<file path="config.mk">
export PLATFORM = sky130hd
export DESIGN_NAME = predriver_ctrl_fault_regs
export DESIGN_NICKNAME = d
export VERILOG_FILES = /design/src/predriver_pkg.sv /design/src/pin_sync.sv /design/src/predriver_ctrl_fault_regs.sv
export SDC_FILE = /design/constraint.sdc
export NUM_CORES = 1
export LEC_CHECK = 0
export BUFFER_PORTS_ARGS = -buffer_cell sky130_fd_sc_hd__buf_4
export CAP_MARGIN = 40
export CELL_PAD_IN_SITES_DETAIL_PLACEMENT = 1
export CELL_PAD_IN_SITES_GLOBAL_PLACEMENT = 1
export CORE_ASPECT_RATIO = 0.75
export CORE_MARGIN = 2
export CORE_UTILIZATION = 48
export CTS_BUF_LIST = sky130_fd_sc_hd__clkbuf_8
export DETAILED_ROUTE_END_ITERATION = 10
export PLACE_DENSITY_LB_ADDON = 0.1
export RECOVER_POWER = 100
export SLEW_MARGIN = 10
export SYNTH_ARGS = -nofsm -noshare
export SYNTH_HDL_FRONTEND = slang
export SYNTH_SLANG_ARGS = --single-unit
</file>
<file path="constraint.sdc">
create_clock -name i_clk -period 2.4 [get_ports i_clk]
set_input_delay 0.48 -clock i_clk [delete_from_list [all_inputs] [get_ports i_clk]]
set_output_delay 0.48 -clock i_clk [all_outputs]
set_load 0.05 [all_outputs]
</file>
<file path="src/predriver_pkg.sv">
// shared constants and carrier types for the pre-driver control/fault block
`default_nettype none
package predriver_pkg;

	// ------------------------------------------------------------
	// register addresses (3-bit frame address)
	// ------------------------------------------------------------
	localparam logic [2:0] ADDR_CTRL_C = 3'h3;
	localparam logic [2:0] ADDR_CTRL_D = 3'h4;
	localparam logic [2:0] ADDR_FAULT = 3'h5;
	localparam logic [2:0] ADDR_SUPPLY_STATUS = 3'h6;

	// ------------------------------------------------------------
	// serial frame layout
	// ------------------------------------------------------------
	localparam logic [4:0] FRAME_BITS = 5'h10;
	localparam logic [4:0] HEAD_BITS = 5'h04;
	localparam logic [4:0] CNT_OVER = 5'h11;
	localparam int POS_ADDR_HI = 15;
	localparam int POS_ADDR_LO = 13;
	localparam int POS_RW = 12;

	// ------------------------------------------------------------
	// fault register bit positions
	// ------------------------------------------------------------
	localparam int FB_SUMMARY = 0;
	localparam int FB_SHUTDOWN = 1;
	localparam int FB_LOW_SHORT = 2;
	localparam int FB_HIGH_SHORT = 5;
	localparam int FB_SUPPLY_WARN = 8;
	localparam int FB_LOCKOUT = 9;
	localparam int FB_THERM_WARN = 10;
	localparam int FB_PUMP = 11;
	localparam int F2_GATE = 0;
	localparam int F2_BOOT_C = 1;
	localparam int F2_BOOT_B = 2;
	localparam int F2_BOOT_A = 3;

	// ------------------------------------------------------------
	// reset values and timing
	// ------------------------------------------------------------
	localparam logic [11:0] CTRL_C_RESET = 12'h01C;
	localparam logic [11:0] CTRL_D_RESET = 12'h000;
	localparam int CLK_PERIOD_NS = 8;
	localparam int RETRY_TIME_NS = 1000000;
	localparam int RETRY_CYCLES = RETRY_TIME_NS / CLK_PERIOD_NS;

	// ------------------------------------------------------------
	// carriers
	// ------------------------------------------------------------
	typedef struct packed {
		logic third_channel_short_protect_enable;
		logic [2:0] third_channel_sense_gain;
		logic [2:0] third_channel_blanking;
		logic [2:0] third_channel_dead_time;
		logic [1:0] third_channel_slew_rate;
	} ctrl_c_t;

	typedef struct packed {
		logic [2:0] third_channel_short_threshold;
		logic [2:0] second_channel_short_threshold;
		logic [2:0] first_channel_short_threshold;
		logic overcurrent_latch_mode;
		logic [1:0] sense_output_select;
	} ctrl_d_t;

	// asynchronous pin inputs; channel index 0 = A, 2 = C
	typedef struct packed {
		logic sck;
		logic cs_n;
		logic sdi;
		logic thermal_shutdown;
		logic thermal_warn;
		logic supply_low_warn;
		logic supply_lockout;
		logic gate_supply_low;
		logic [2:0] low_short;
		logic [2:0] high_short;
		logic [2:0] bootstrap_low;
	} pins_t;

	localparam pins_t PINS_IDLE = 17'h08000;

endpackage : predriver_pkg

`default_nettype wire

</file>
<file path="src/pin_sync.sv">
// two-stage synchroniser for a bundle of asynchronous pins
`timescale 1ns/100ps
`default_nettype none

module pin_sync #(
	parameter int WIDTH = 17,
	parameter logic [WIDTH-1:0] IDLE = '0
) (
	input wire logic i_clk,
	input wire logic i_nrst,
	input wire logic [WIDTH-1:0] i_async,
	output logic [WIDTH-1:0] o_sync
);

	typedef struct packed {
		logic [WIDTH-1:0] meta;
		logic [WIDTH-1:0] safe;
	} sync_t;

	sync_t st;
	sync_t next_st;

	// first stage feeds only the second stage
	always_comb
	begin
		next_st.meta = i_async;
		next_st.safe = st.meta;
	end

	// idle level at reset so an idle bus looks deselected
	always_ff @(posedge i_clk or negedge i_nrst)
	begin
		if (!i_nrst)
		begin
			st <= {IDLE, IDLE};
		end
		else
		begin
			st <= next_st;
		end
	end

	assign o_sync = st.safe;

endmodule : pin_sync

`default_nettype wire

</file>
<file path="src/predriver_ctrl_fault_regs.sv">
// control and fault registers with serial access and short retry timing
//
// Summary of operation
// RL1 - control register 3 holds two-bit slew rate in bits 1..0
// RL2 - bits 4..2 hold dead time, reset to all ones
// RL3 - bits 7..5 hold blanking time, reset zero
// RL4 - bits 10..8 hold sense amplifier gain, reset zero
// RL5 - bit 11 enables third channel short protection, reset off
// RL6 - register 4 bits 1..0 select sensed channel for output, reset zero
// RL7 - register 4 holds three-bit short thresholds for A, B, C
// RL8 - mode bit 2 set latches faulty output off, clear retries
// RL9 - fault bit 0 is read-only OR of other fault flags
// RL10 - thermal shutdown sets fault bit 1 until cleared
// RL11 - low-side shorts set bits 2, 3, 4 for A, B, C
// RL12 - high-side shorts set bits 5, 6, 7 for A, B, C
// RL13 - supply warning sets bit 8 until written clear
// RL14 - supply lockout sets bit 9, cleared by writing one
// RL15 - bit 10 reads thermal warning level, writes ignored
// RL16 - bit 11 shows charge pump; writing one toggles it
// RL17 - writing one clears a fault flag, zero leaves it
// RL18 - bootstrap low sets register 6 bits 3, 2, 1 for A, B, C
// RL19 - register 6 bit 0 reads gate supply low level
// RL20 - writing one clears a register 6 flag, zero no effect
// RL21 - 16-bit frame: 3 address, rw, 12 data, sampled on rising
// RL22 - in retry mode output stays off 1 ms then re-enables
// RL23 - fault indicator pin low while fault flags remain set
// RL24 - register 6 bits 11..4 read zero, writes ignored
`timescale 1ns/100ps
`default_nettype none

module predriver_ctrl_fault_regs #(
	parameter int RETRY_CYCLES = predriver_pkg::RETRY_CYCLES
) (
	input wire logic i_clk,
	input wire logic i_nrst,
	input wire predriver_pkg::pins_t i_pins,
	input wire logic [1:0] i_short_protect_en_ab,
	output logic o_sdo,
	output logic o_sdo_oe_n,
	output logic o_fault_indicator_pin_n,
	output predriver_pkg::ctrl_c_t o_channel_c_cfg,
	output predriver_pkg::ctrl_d_t o_ctrl_d,
	output logic [1:0] o_sense_output_select,
	output logic o_charge_pump_on,
	output logic [2:0] o_channel_off
);

	localparam int TW = $clog2(RETRY_CYCLES + 1);

	// ------------------------------------------------------------
	// elaboration checks
	// ------------------------------------------------------------
	// the hold-off check below watches eight cycles of the off time
	if (RETRY_CYCLES < 8)
	begin : g_bad_retry
		$error("retry count must be at least eight cycles");
	end

	// ------------------------------------------------------------
	// state
	// ------------------------------------------------------------
	typedef struct packed {
		logic sck_d;
		logic cs_n_d;
		logic [15:0] shift_in;
		logic [4:0] bit_cnt;
		logic [11:0] shift_out;
		logic sdo;
		predriver_pkg::ctrl_c_t ctrl_c;
		predriver_pkg::ctrl_d_t ctrl_d;
		logic [9:1] sticky;
		logic pump;
		logic [2:0] boot;
		logic [2:0] short_prev;
		logic [2:0] off;
		logic [2:0][TW-1:0] timer;
	} state_t;

	state_t st;
	state_t next_st;
	predriver_pkg::pins_t pin;

	logic sck_rise;
	logic sck_fall;
	logic cs_rise;
	logic wr_commit;
	logic [2:0] wr_addr;
	logic [11:0] wr_data;
	logic [11:0] clr;
	logic [11:0] fault_rd;
	logic [11:0] supply_rd;
	logic [11:0] rd_data;
	logic [9:1] set9;
	logic [9:1] sticky_nx;
	logic [2:0] clr_boot;
	logic [2:0] protect_en;
	logic [2:0] off_nx;
	logic [2:0][TW-1:0] timer_nx;
	logic [2:0] trip;

	// ------------------------------------------------------------
	// pin synchronisers
	// ------------------------------------------------------------
	pin_sync #(
		.WIDTH($bits(predriver_pkg::pins_t)),
		.IDLE(predriver_pkg::PINS_IDLE)
	) u_sync (
		.i_clk(i_clk),
		.i_nrst(i_nrst),
		.i_async(i_pins),
		.o_sync(pin)
	);

	// link edges seen from the system clock
	assign sck_rise = pin.sck & ~st.sck_d;
	assign sck_fall = ~pin.sck & st.sck_d;
	assign cs_rise = pin.cs_n & ~st.cs_n_d;

	// a write lands only on a complete frame closed by deselect
	assign wr_commit = cs_rise && (st.bit_cnt == predriver_pkg::FRAME_BITS)
		&& st.shift_in[predriver_pkg::POS_RW]; // RL21
	assign wr_addr =
		st.shift_in[predriver_pkg::POS_ADDR_HI:predriver_pkg::POS_ADDR_LO];
	assign wr_data = st.shift_in[11:0];
	assign clr = wr_commit && (wr_addr == predriver_pkg::ADDR_FAULT)
		? wr_data : 12'h000;

	// ------------------------------------------------------------
	// fault flags
	// ------------------------------------------------------------
	// event sources in bit order 9..1
	assign set9 = {pin.supply_lockout, // RL14
		pin.supply_low_warn, // RL13
		pin.high_short, // RL12
		pin.low_short, // RL11
		pin.thermal_shutdown}; // RL10

	// set wins over a same-cycle clear so no event is lost
	assign sticky_nx = (st.sticky & ~clr[9:1]) | set9; // RL17

	// register 6 clears, channel a sits lowest
	assign clr_boot = wr_commit
		&& (wr_addr == predriver_pkg::ADDR_SUPPLY_STATUS)
		? {wr_data[predriver_pkg::F2_BOOT_C],
		wr_data[predriver_pkg::F2_BOOT_B],
		wr_data[predriver_pkg::F2_BOOT_A]} : 3'h0; // RL20

	// summary excludes thermal warning and pump; unlike the pin it ignores register 6
	assign fault_rd = {st.pump, pin.thermal_warn, // RL15
		st.sticky, |st.sticky}; // RL9
	assign supply_rd = {8'h00, // RL24
		st.boot[0], st.boot[1], st.boot[2], // RL18
		pin.gate_supply_low}; // RL19

	// read source chosen by the three address bits
	always_comb
	begin
		case (st.shift_in[2:0])
			predriver_pkg::ADDR_CTRL_C: rd_data = st.ctrl_c;
			predriver_pkg::ADDR_CTRL_D: rd_data = st.ctrl_d;
			predriver_pkg::ADDR_FAULT: rd_data = fault_rd;
			predriver_pkg::ADDR_SUPPLY_STATUS: rd_data = supply_rd;
			default: rd_data = 12'h000;
		endcase
	end

	// ------------------------------------------------------------
	// per-channel short protection
	// ------------------------------------------------------------
	// channels a and b take their enables from the i_short_protect_en_ab port
	assign protect_en = {
		st.ctrl_c.third_channel_short_protect_enable, // RL5
		i_short_protect_en_ab};

	for (genvar ch = 0; ch < 3; ch++)
	begin : g_chan
		logic flagged;

		// only a fresh short trips, a held one re-trips nothing
		assign trip[ch] = (pin.low_short[ch] | pin.high_short[ch])
			& ~st.short_prev[ch] & protect_en[ch];
		assign flagged = sticky_nx[predriver_pkg::FB_LOW_SHORT + ch]
			| sticky_nx[predriver_pkg::FB_HIGH_SHORT + ch];

		// latch holds until flags clear; retry counts down
		always_comb
		begin
			off_nx[ch] = st.off[ch];
			timer_nx[ch] = st.timer[ch];
			if (trip[ch])
			begin
				off_nx[ch] = 1'b1;
				timer_nx[ch] = TW'(RETRY_CYCLES);
			end
			else if (st.off[ch])
			begin
				if (st.ctrl_d.overcurrent_latch_mode)
				begin
					off_nx[ch] = flagged; // RL8
				end
				else if (st.timer[ch] <= TW'(1))
				begin
					off_nx[ch] = 1'b0; // RL22
					timer_nx[ch] = '0;
				end
				else
				begin
					timer_nx[ch] = st.timer[ch] - TW'(1); // RL22
				end
			end
		end
	end

	// ------------------------------------------------------------
	// next state
	// ------------------------------------------------------------
	always_comb
	begin
		next_st = st;
		next_st.sck_d = pin.sck;
		next_st.cs_n_d = pin.cs_n;
		// frame engine: shift on rising, present data on falling
		if (pin.cs_n)
		begin
			next_st.bit_cnt = 5'h00;
			next_st.sdo = 1'b0;
		end
		else if (sck_rise)
		begin
			next_st.shift_in = {st.shift_in[14:0], pin.sdi}; // RL21
			if (st.bit_cnt != predriver_pkg::CNT_OVER)
			begin
				next_st.bit_cnt = st.bit_cnt + 5'h01;
			end
			if (st.bit_cnt == predriver_pkg::HEAD_BITS - 5'h01)
			begin
				next_st.shift_out = rd_data;
			end
		end
		else if (sck_fall && st.bit_cnt >= predriver_pkg::HEAD_BITS
			&& st.bit_cnt <= predriver_pkg::FRAME_BITS)
		begin
			next_st.sdo = st.shift_out[11];
			next_st.shift_out = {st.shift_out[10:0], 1'b0};
		end
		// control writes
		if (wr_commit && wr_addr == predriver_pkg::ADDR_CTRL_C)
		begin
			next_st.ctrl_c = wr_data; // RL1 RL2 RL3 RL4 RL5
		end
		if (wr_commit && wr_addr == predriver_pkg::ADDR_CTRL_D)
		begin
			next_st.ctrl_d = wr_data; // RL6 RL7 RL8
		end
		// flags and pump toggle
		next_st.sticky = sticky_nx;
		next_st.pump = st.pump ^ clr[predriver_pkg::FB_PUMP]; // RL16
		next_st.boot = (st.boot & ~clr_boot) | pin.bootstrap_low; // RL18
		next_st.short_prev = pin.low_short | pin.high_short;
		next_st.off = off_nx;
		next_st.timer = timer_nx;
	end

	// registers; dead time comes out of reset all ones
	always_ff @(posedge i_clk or negedge i_nrst)
	begin
		if (!i_nrst)
		begin
			st <= '0;
			st.cs_n_d <= 1'b1;
			st.ctrl_c <= predriver_pkg::CTRL_C_RESET; // RL2
			st.ctrl_d <= predriver_pkg::CTRL_D_RESET; // RL6
		end
		else
		begin
			st <= next_st;
		end
	end

	// ------------------------------------------------------------
	// outputs
	// ------------------------------------------------------------
	assign o_sdo = st.sdo;
	assign o_sdo_oe_n = st.cs_n_d;
	assign o_channel_c_cfg = st.ctrl_c;
	assign o_ctrl_d = st.ctrl_d;
	assign o_sense_output_select = st.ctrl_d.sense_output_select; // RL6
	assign o_charge_pump_on = st.pump;
	assign o_channel_off = st.off;
	// gate supply level also pulls the pin, thermal warning does not
	assign o_fault_indicator_pin_n = ~(|st.sticky | |st.boot
		| pin.gate_supply_low); // RL23
endmodule : predriver_ctrl_fault_regs

`default_nettype wire

</file>
; Word-level counts from Yosys, hierarchy flattened
; Index checks and enable logic that the tools add are counted.
[classes]
n_mux = 35
order_cmp = 5
reduce_logical = 24
bitwise_logic = 33
n_eq_ne = 16
addsub = 4
[ops]
columns = op, n
row1 = 2-to-1 mux 17 bit, 12
row2 = <= comparator 17 x 1 -> 1 bit (second input constant), 3
row3 = subtractor 17 x 1 -> 17 bit (second input constant), 3
row4 = one-hot mux 12 bit (4 select lines), 1
row5 = 2-to-1 mux 12 bit, 3
row6 = == test 3 bit (second input constant), 6
row7 = 2-to-1 mux 5 bit, 3
row8 = 2-to-1 mux 1 bit, 14
row9 = nonzero test 2 bit, 7
row10 = 2-to-1 mux 13 bit, 1
row11 = AND reduction 2 bit, 6
row12 = != test 2 x 1 -> 1 bit (second input constant), 5
row13 = AND 1 bit, 9
row14 = AND 9 bit, 1
row15 = inverter 9 bit, 1
row16 = OR 9 bit, 1
row17 = OR reduction 9 bit, 1
row18 = logical AND 1 bit, 8
row19 = inverter 1 bit, 8
row20 = OR 1 bit, 8
row21 = == test 3 x 2 -> 1 bit (second input constant), 2
row22 = OR 3 bit, 2
row23 = adder 5 x 1 -> 5 bit (second input constant), 1
row24 = == test 5 x 2 -> 1 bit (second input constant), 1
row25 = other kinds (10), 10
[totals]
out_inout_bits = 33
register_bits = 164

; Longest topological paths before layout
[logic_depth]
word_depth = 13
ltp_mapped = 8
ltp_nobuf = 7

; By module
; A second synthesis with hierarchy kept.
[unflattened]
hier_cells = 676
hier_area_um2 = 7420.9
[modules_own_cells]
columns = mod, n_inst, area_per_inst_um2, cells_per_inst
row1 = predriver_ctrl_fault_regs, 1, 6567.5, 642
row2 = pin_sync, 1, 853.3, 34

; Worst setup path after synthesis
; OpenSTA, ideal clock, no wires.
[synth_timing]
path_kind = reg-to-reg
start = register st (netlist bit o_ctrl_d[2])
end = register st[13] (netlist name)
arrival_time_ps = 2028
n_path_buf = 0
setup_slack_ps = 248
path_stages_with_launch = 6
path_cell_list = dfrtp_1 -> nand2b_4 -> or4_4 -> or4_4 -> or3_1 -> a211o_1
[synth_between]
elab_chain_len = 2
[synth_rtl]
columns = element, line_no
row1 = from (decl), predriver_ctrl_fault_regs.sv:79  ; state_t st;
row2 = from (signal assigned), predriver_ctrl_fault_regs.sv:276  ; st <= next_st;
row3 = != test 2 x 1 -> 1 bit (no line), n/a
row4 = AND reduction 2 bit (no line), n/a
; No other way between the ends.
; A chain may end at the register's enable or synchronous reset.

; Worst setup path in the final report
[layout_timing]
start = register st[109] (netlist name)
end = register st (netlist bit o_ctrl_d[2])
[layout_between]
elab_chain_len = 4
[layout_rtl]
columns = element, line_no
row1 = == test 5 bit, predriver_ctrl_fault_regs.sv:120  ; assign wr_commit = cs_rise && (st.bit_cnt == predriver_pkg::FRAME_BITS)
row2 = logical AND 1 bit, predriver_ctrl_fault_regs.sv:120
row3 = logical AND 1 bit, predriver_ctrl_fault_regs.sv:121  ; && st.shift_in[predriver_pkg::POS_RW];
row4 = logical AND 1 bit, predriver_ctrl_fault_regs.sv:251  ; if (wr_commit && wr_addr == predriver_pkg::ADDR_CTRL_D)
; No other way between the ends.

==> metrics <==
clk_skew 0.00918 ns; Final Hold Vio Count 0; Placed Instances 889; quantity of I/O buffers inserted on ports 53; total CTS buffers 17; maxcap violations 0; Fillers 1663; Area Growth Syn to Fin 11.6%; Post-Syn Instances 659; total wire length 17900 um; Crit path max-delay family simple AND/OR/NAND/NOR gates; via density per instance 5.68; Worst Path Arrival 2.63 ns; worst endpoint required time 2.75 ns; largest net degree at the start of global routing 53; total power 6.46 mW; gr ovfl total 0; post-synth cell types 56; CP Capture Type flop; via count 5235; Setup Buffers After CTS 0; Pre-antenna DRT Iters 4; Max-slew headroom 9.44%; Synth Net Count 689; Synth Warn # 0; max frequency 438 MHz; Worst Setup SP st[109]; IO Count 54; CTS tree done; routed len/inst 19.4 um; DP HPWL 12700 um; Largest stage delay, worst path 0.50 ns; nets@finish 734; cell area after layout 0.00829 mm2; global-route wire length before repair 29900 um; worst setup margin 0.114 ns; Synth top cells by count 158 x dfrtp_1, 54 x nor2_1, 51 x mux2_2; critical path class flop to flop; dominant cell by count in the synthesized netlist dfrtp_1; gpl congestion 0.795; crit path launch type flop; Seq/Total Area, Yosys 55.3%; DRT iter0 DRCs 247; period utilization 95.2%; layout cell share with drive strength beyond 1 20.1%; initial antenna violation count 0; CP Max Fanout 10; Initial Util 49.0%; ant diodes 0; Pleak 3.57 nW; Seq cells post-synth 164; Avg Cell Area, Syn 11.3 um2; final antenna-violating net count 0; Tmin final 2.29 ns; fin. max-slew vios 0; Multi-input gate area 0.00297 mm2; Clock transition at path regs 0.08 ns; H-tree levels 4; ys async rst share 100%; die area 0.0165 mm2; Bufs and invs on worst path 1; fin util 54.7%; GRT Resource Usage Total 23.4%; DRC viols 0; crit-path cells or3b_1 > nor3_4 > and3b_1 > clkbuf_2 > mux2_1; clk buf depth 2; register area 0.00411 mm2; Post-Layout Cell Count 922; Die Y 112 um; Pwr Density 778 mW/mm2; Core Rows 39; cell area after synthesis 0.00743 mm2; clk root buf clkbuf_8; Placed Area 0.00799 mm2; Worst VDD drop 0.476 mV; CP max-delay cell or3b_1; Worst-Margin Slew 1.36 ns; Yosys top cell area share 53.2%; clock insertion delay at the later pin of the skew report 0.48 ns; pre-CTS setup slack -0.00193 ns; EDFF count, synth 0; hold_sp i_pins[15]; prevailing post-synth register cell dfrtp_1; vias in the first global route 5687; worst reg2reg path startpoint st[109]; die width 148 um; Sink Count 164; RSZ-0062 raised after global routing no; status finished, final reports clean; Area contributors post-synth dfrtp_1 53%, mux2_2 7.7%, buf_4 2.9%; Synth area leader dfrtp_1; core area 0.0152 mm2; Final Setup Violations 0; Hold/Removal Path Class primary input to flop
worst reg2reg max path, stage by stage (launching register included):
cell and delay (ns):
dfrtp_1 0.43, or3b_1 0.50, nor3_4 0.23, and3b_1 0.25, clkbuf_2 0.37, mux2_1 0.39
cell usage in the layout, fill, tap and decap left out, drive strengths merged, types with 6 or more instances in the layout:
master  synthesis  routed
dfrtp         158     158
ha              9       9
o21ai          28      28
mux2i          13      13
nand2b          8       8
nor2           54      54
nor3           13      13
mux2           51      51
or2             7       7
nand4           7       7
nand2          43      43
nand3          10      10
clkbuf         17      78
clkinv          0       6
nor4           11      11
a211o           6       6
o31ai          11      11
nand4b          6       6
inv            17      18
or4            11      11
or3            22      22
dfstp           6       6
buf            33      19
nand3b         10      10
a21oi          29      29
a21o            9       9
a22o            8       8
xnor2           6       6
repair_timing:
item	4_1_cts	5_1_grt
hold buffers	1	0
setup endpoints to repair	2	1
cloned	0	0
endpoints found under the hold margin	48	0
resized for setup	2	1
worst paths after layout:
| kind | to | slack (ns) | cells after the start |
|---|---|---|---|
| worst min register to register | u_sync.o_sync[13] | 0.35 | 0 |
| worst min-delay path | u_sync.next_st[15] | 0.11 | 1 |
| worst max register to register | o_ctrl_d[2] | 0.11 | 5 |
| worst max-delay path | o_ctrl_d[2] | 0.11 | 5 |
| min in group asynchronous | u_sync.o_sync[12] | 0.85 | 2 |
| max in group asynchronous | o_sense_output_select[1] | 0.42 | 3 |
area by class of cell:
cell class,instances,area share [%]
Clock inverter,10,1.54
Sequential cell,164,49.6
Tap cell,205,3.09
Inverter,17,0.769
Multi-Input combinational cell,428,35.9
Clock buffer,22,3.65
Timing Repair Buffer,76,5.52
metrics by stage:
step	setup TNS (ns)	hold WS, ns
finish	0	0.110
global route	0	0.0859
CTS	0	0.0821
detailed placement	-0.00193	0.338
global placement	0	0.332
floorplan	0	0.184
layer usage:
metal  part of all wire [%]  vias to the layer above  global-route usage, %
li1                       -                     2446                      -
met1                     48                     2701                   31.8
met2                     48                       72                   38.0
met3                    3.1                       16                   4.75
met4                    1.3                        0                   7.31
met5                      0                        -                      0
cell families (layout without fill, tap and decap cells):
kind of cell             after synthesis  after routing  share of synthesized area (%)
adder cells (fa/ha/maj)                9              9                           1.52
flip-flops                           164            164                           55.3
buffers and inverters                 67            125                           4.92
XOR/XNOR                              10             10                           1.18
AO/OA/AOI/OAI                        123            123                           11.0
AND/OR/NAND/NOR                      222            222                           16.6
multiplexers                          64             64                           9.48
registers in the layout, indices dropped and copies added, names as in the netlist:
name	count
st	91
o_channel_c_cfg	12
u_sync.o_sync	17
o_charge_pump_on	1
o_ctrl_d	10
o_sdo	1
fault_rd	9
o_sense_output_select	2
o_channel_off	3
u_sync.next_st	17
o_sdo_oe_n	1
power by group:
| part | internal (mW) | switching [mW] | leakage [nW] |
|---|---|---|---|
| Clock | 1.16 | 1.01 | 0.230 |
| Sequential | 3.03 | 0.322 | 2.02 |
| Combinational | 0.425 | 0.520 | 1.32 |
| Total | 4.61 | 1.85 | 3.57 |
No activity file was read; power rests on OpenSTA's default activity.
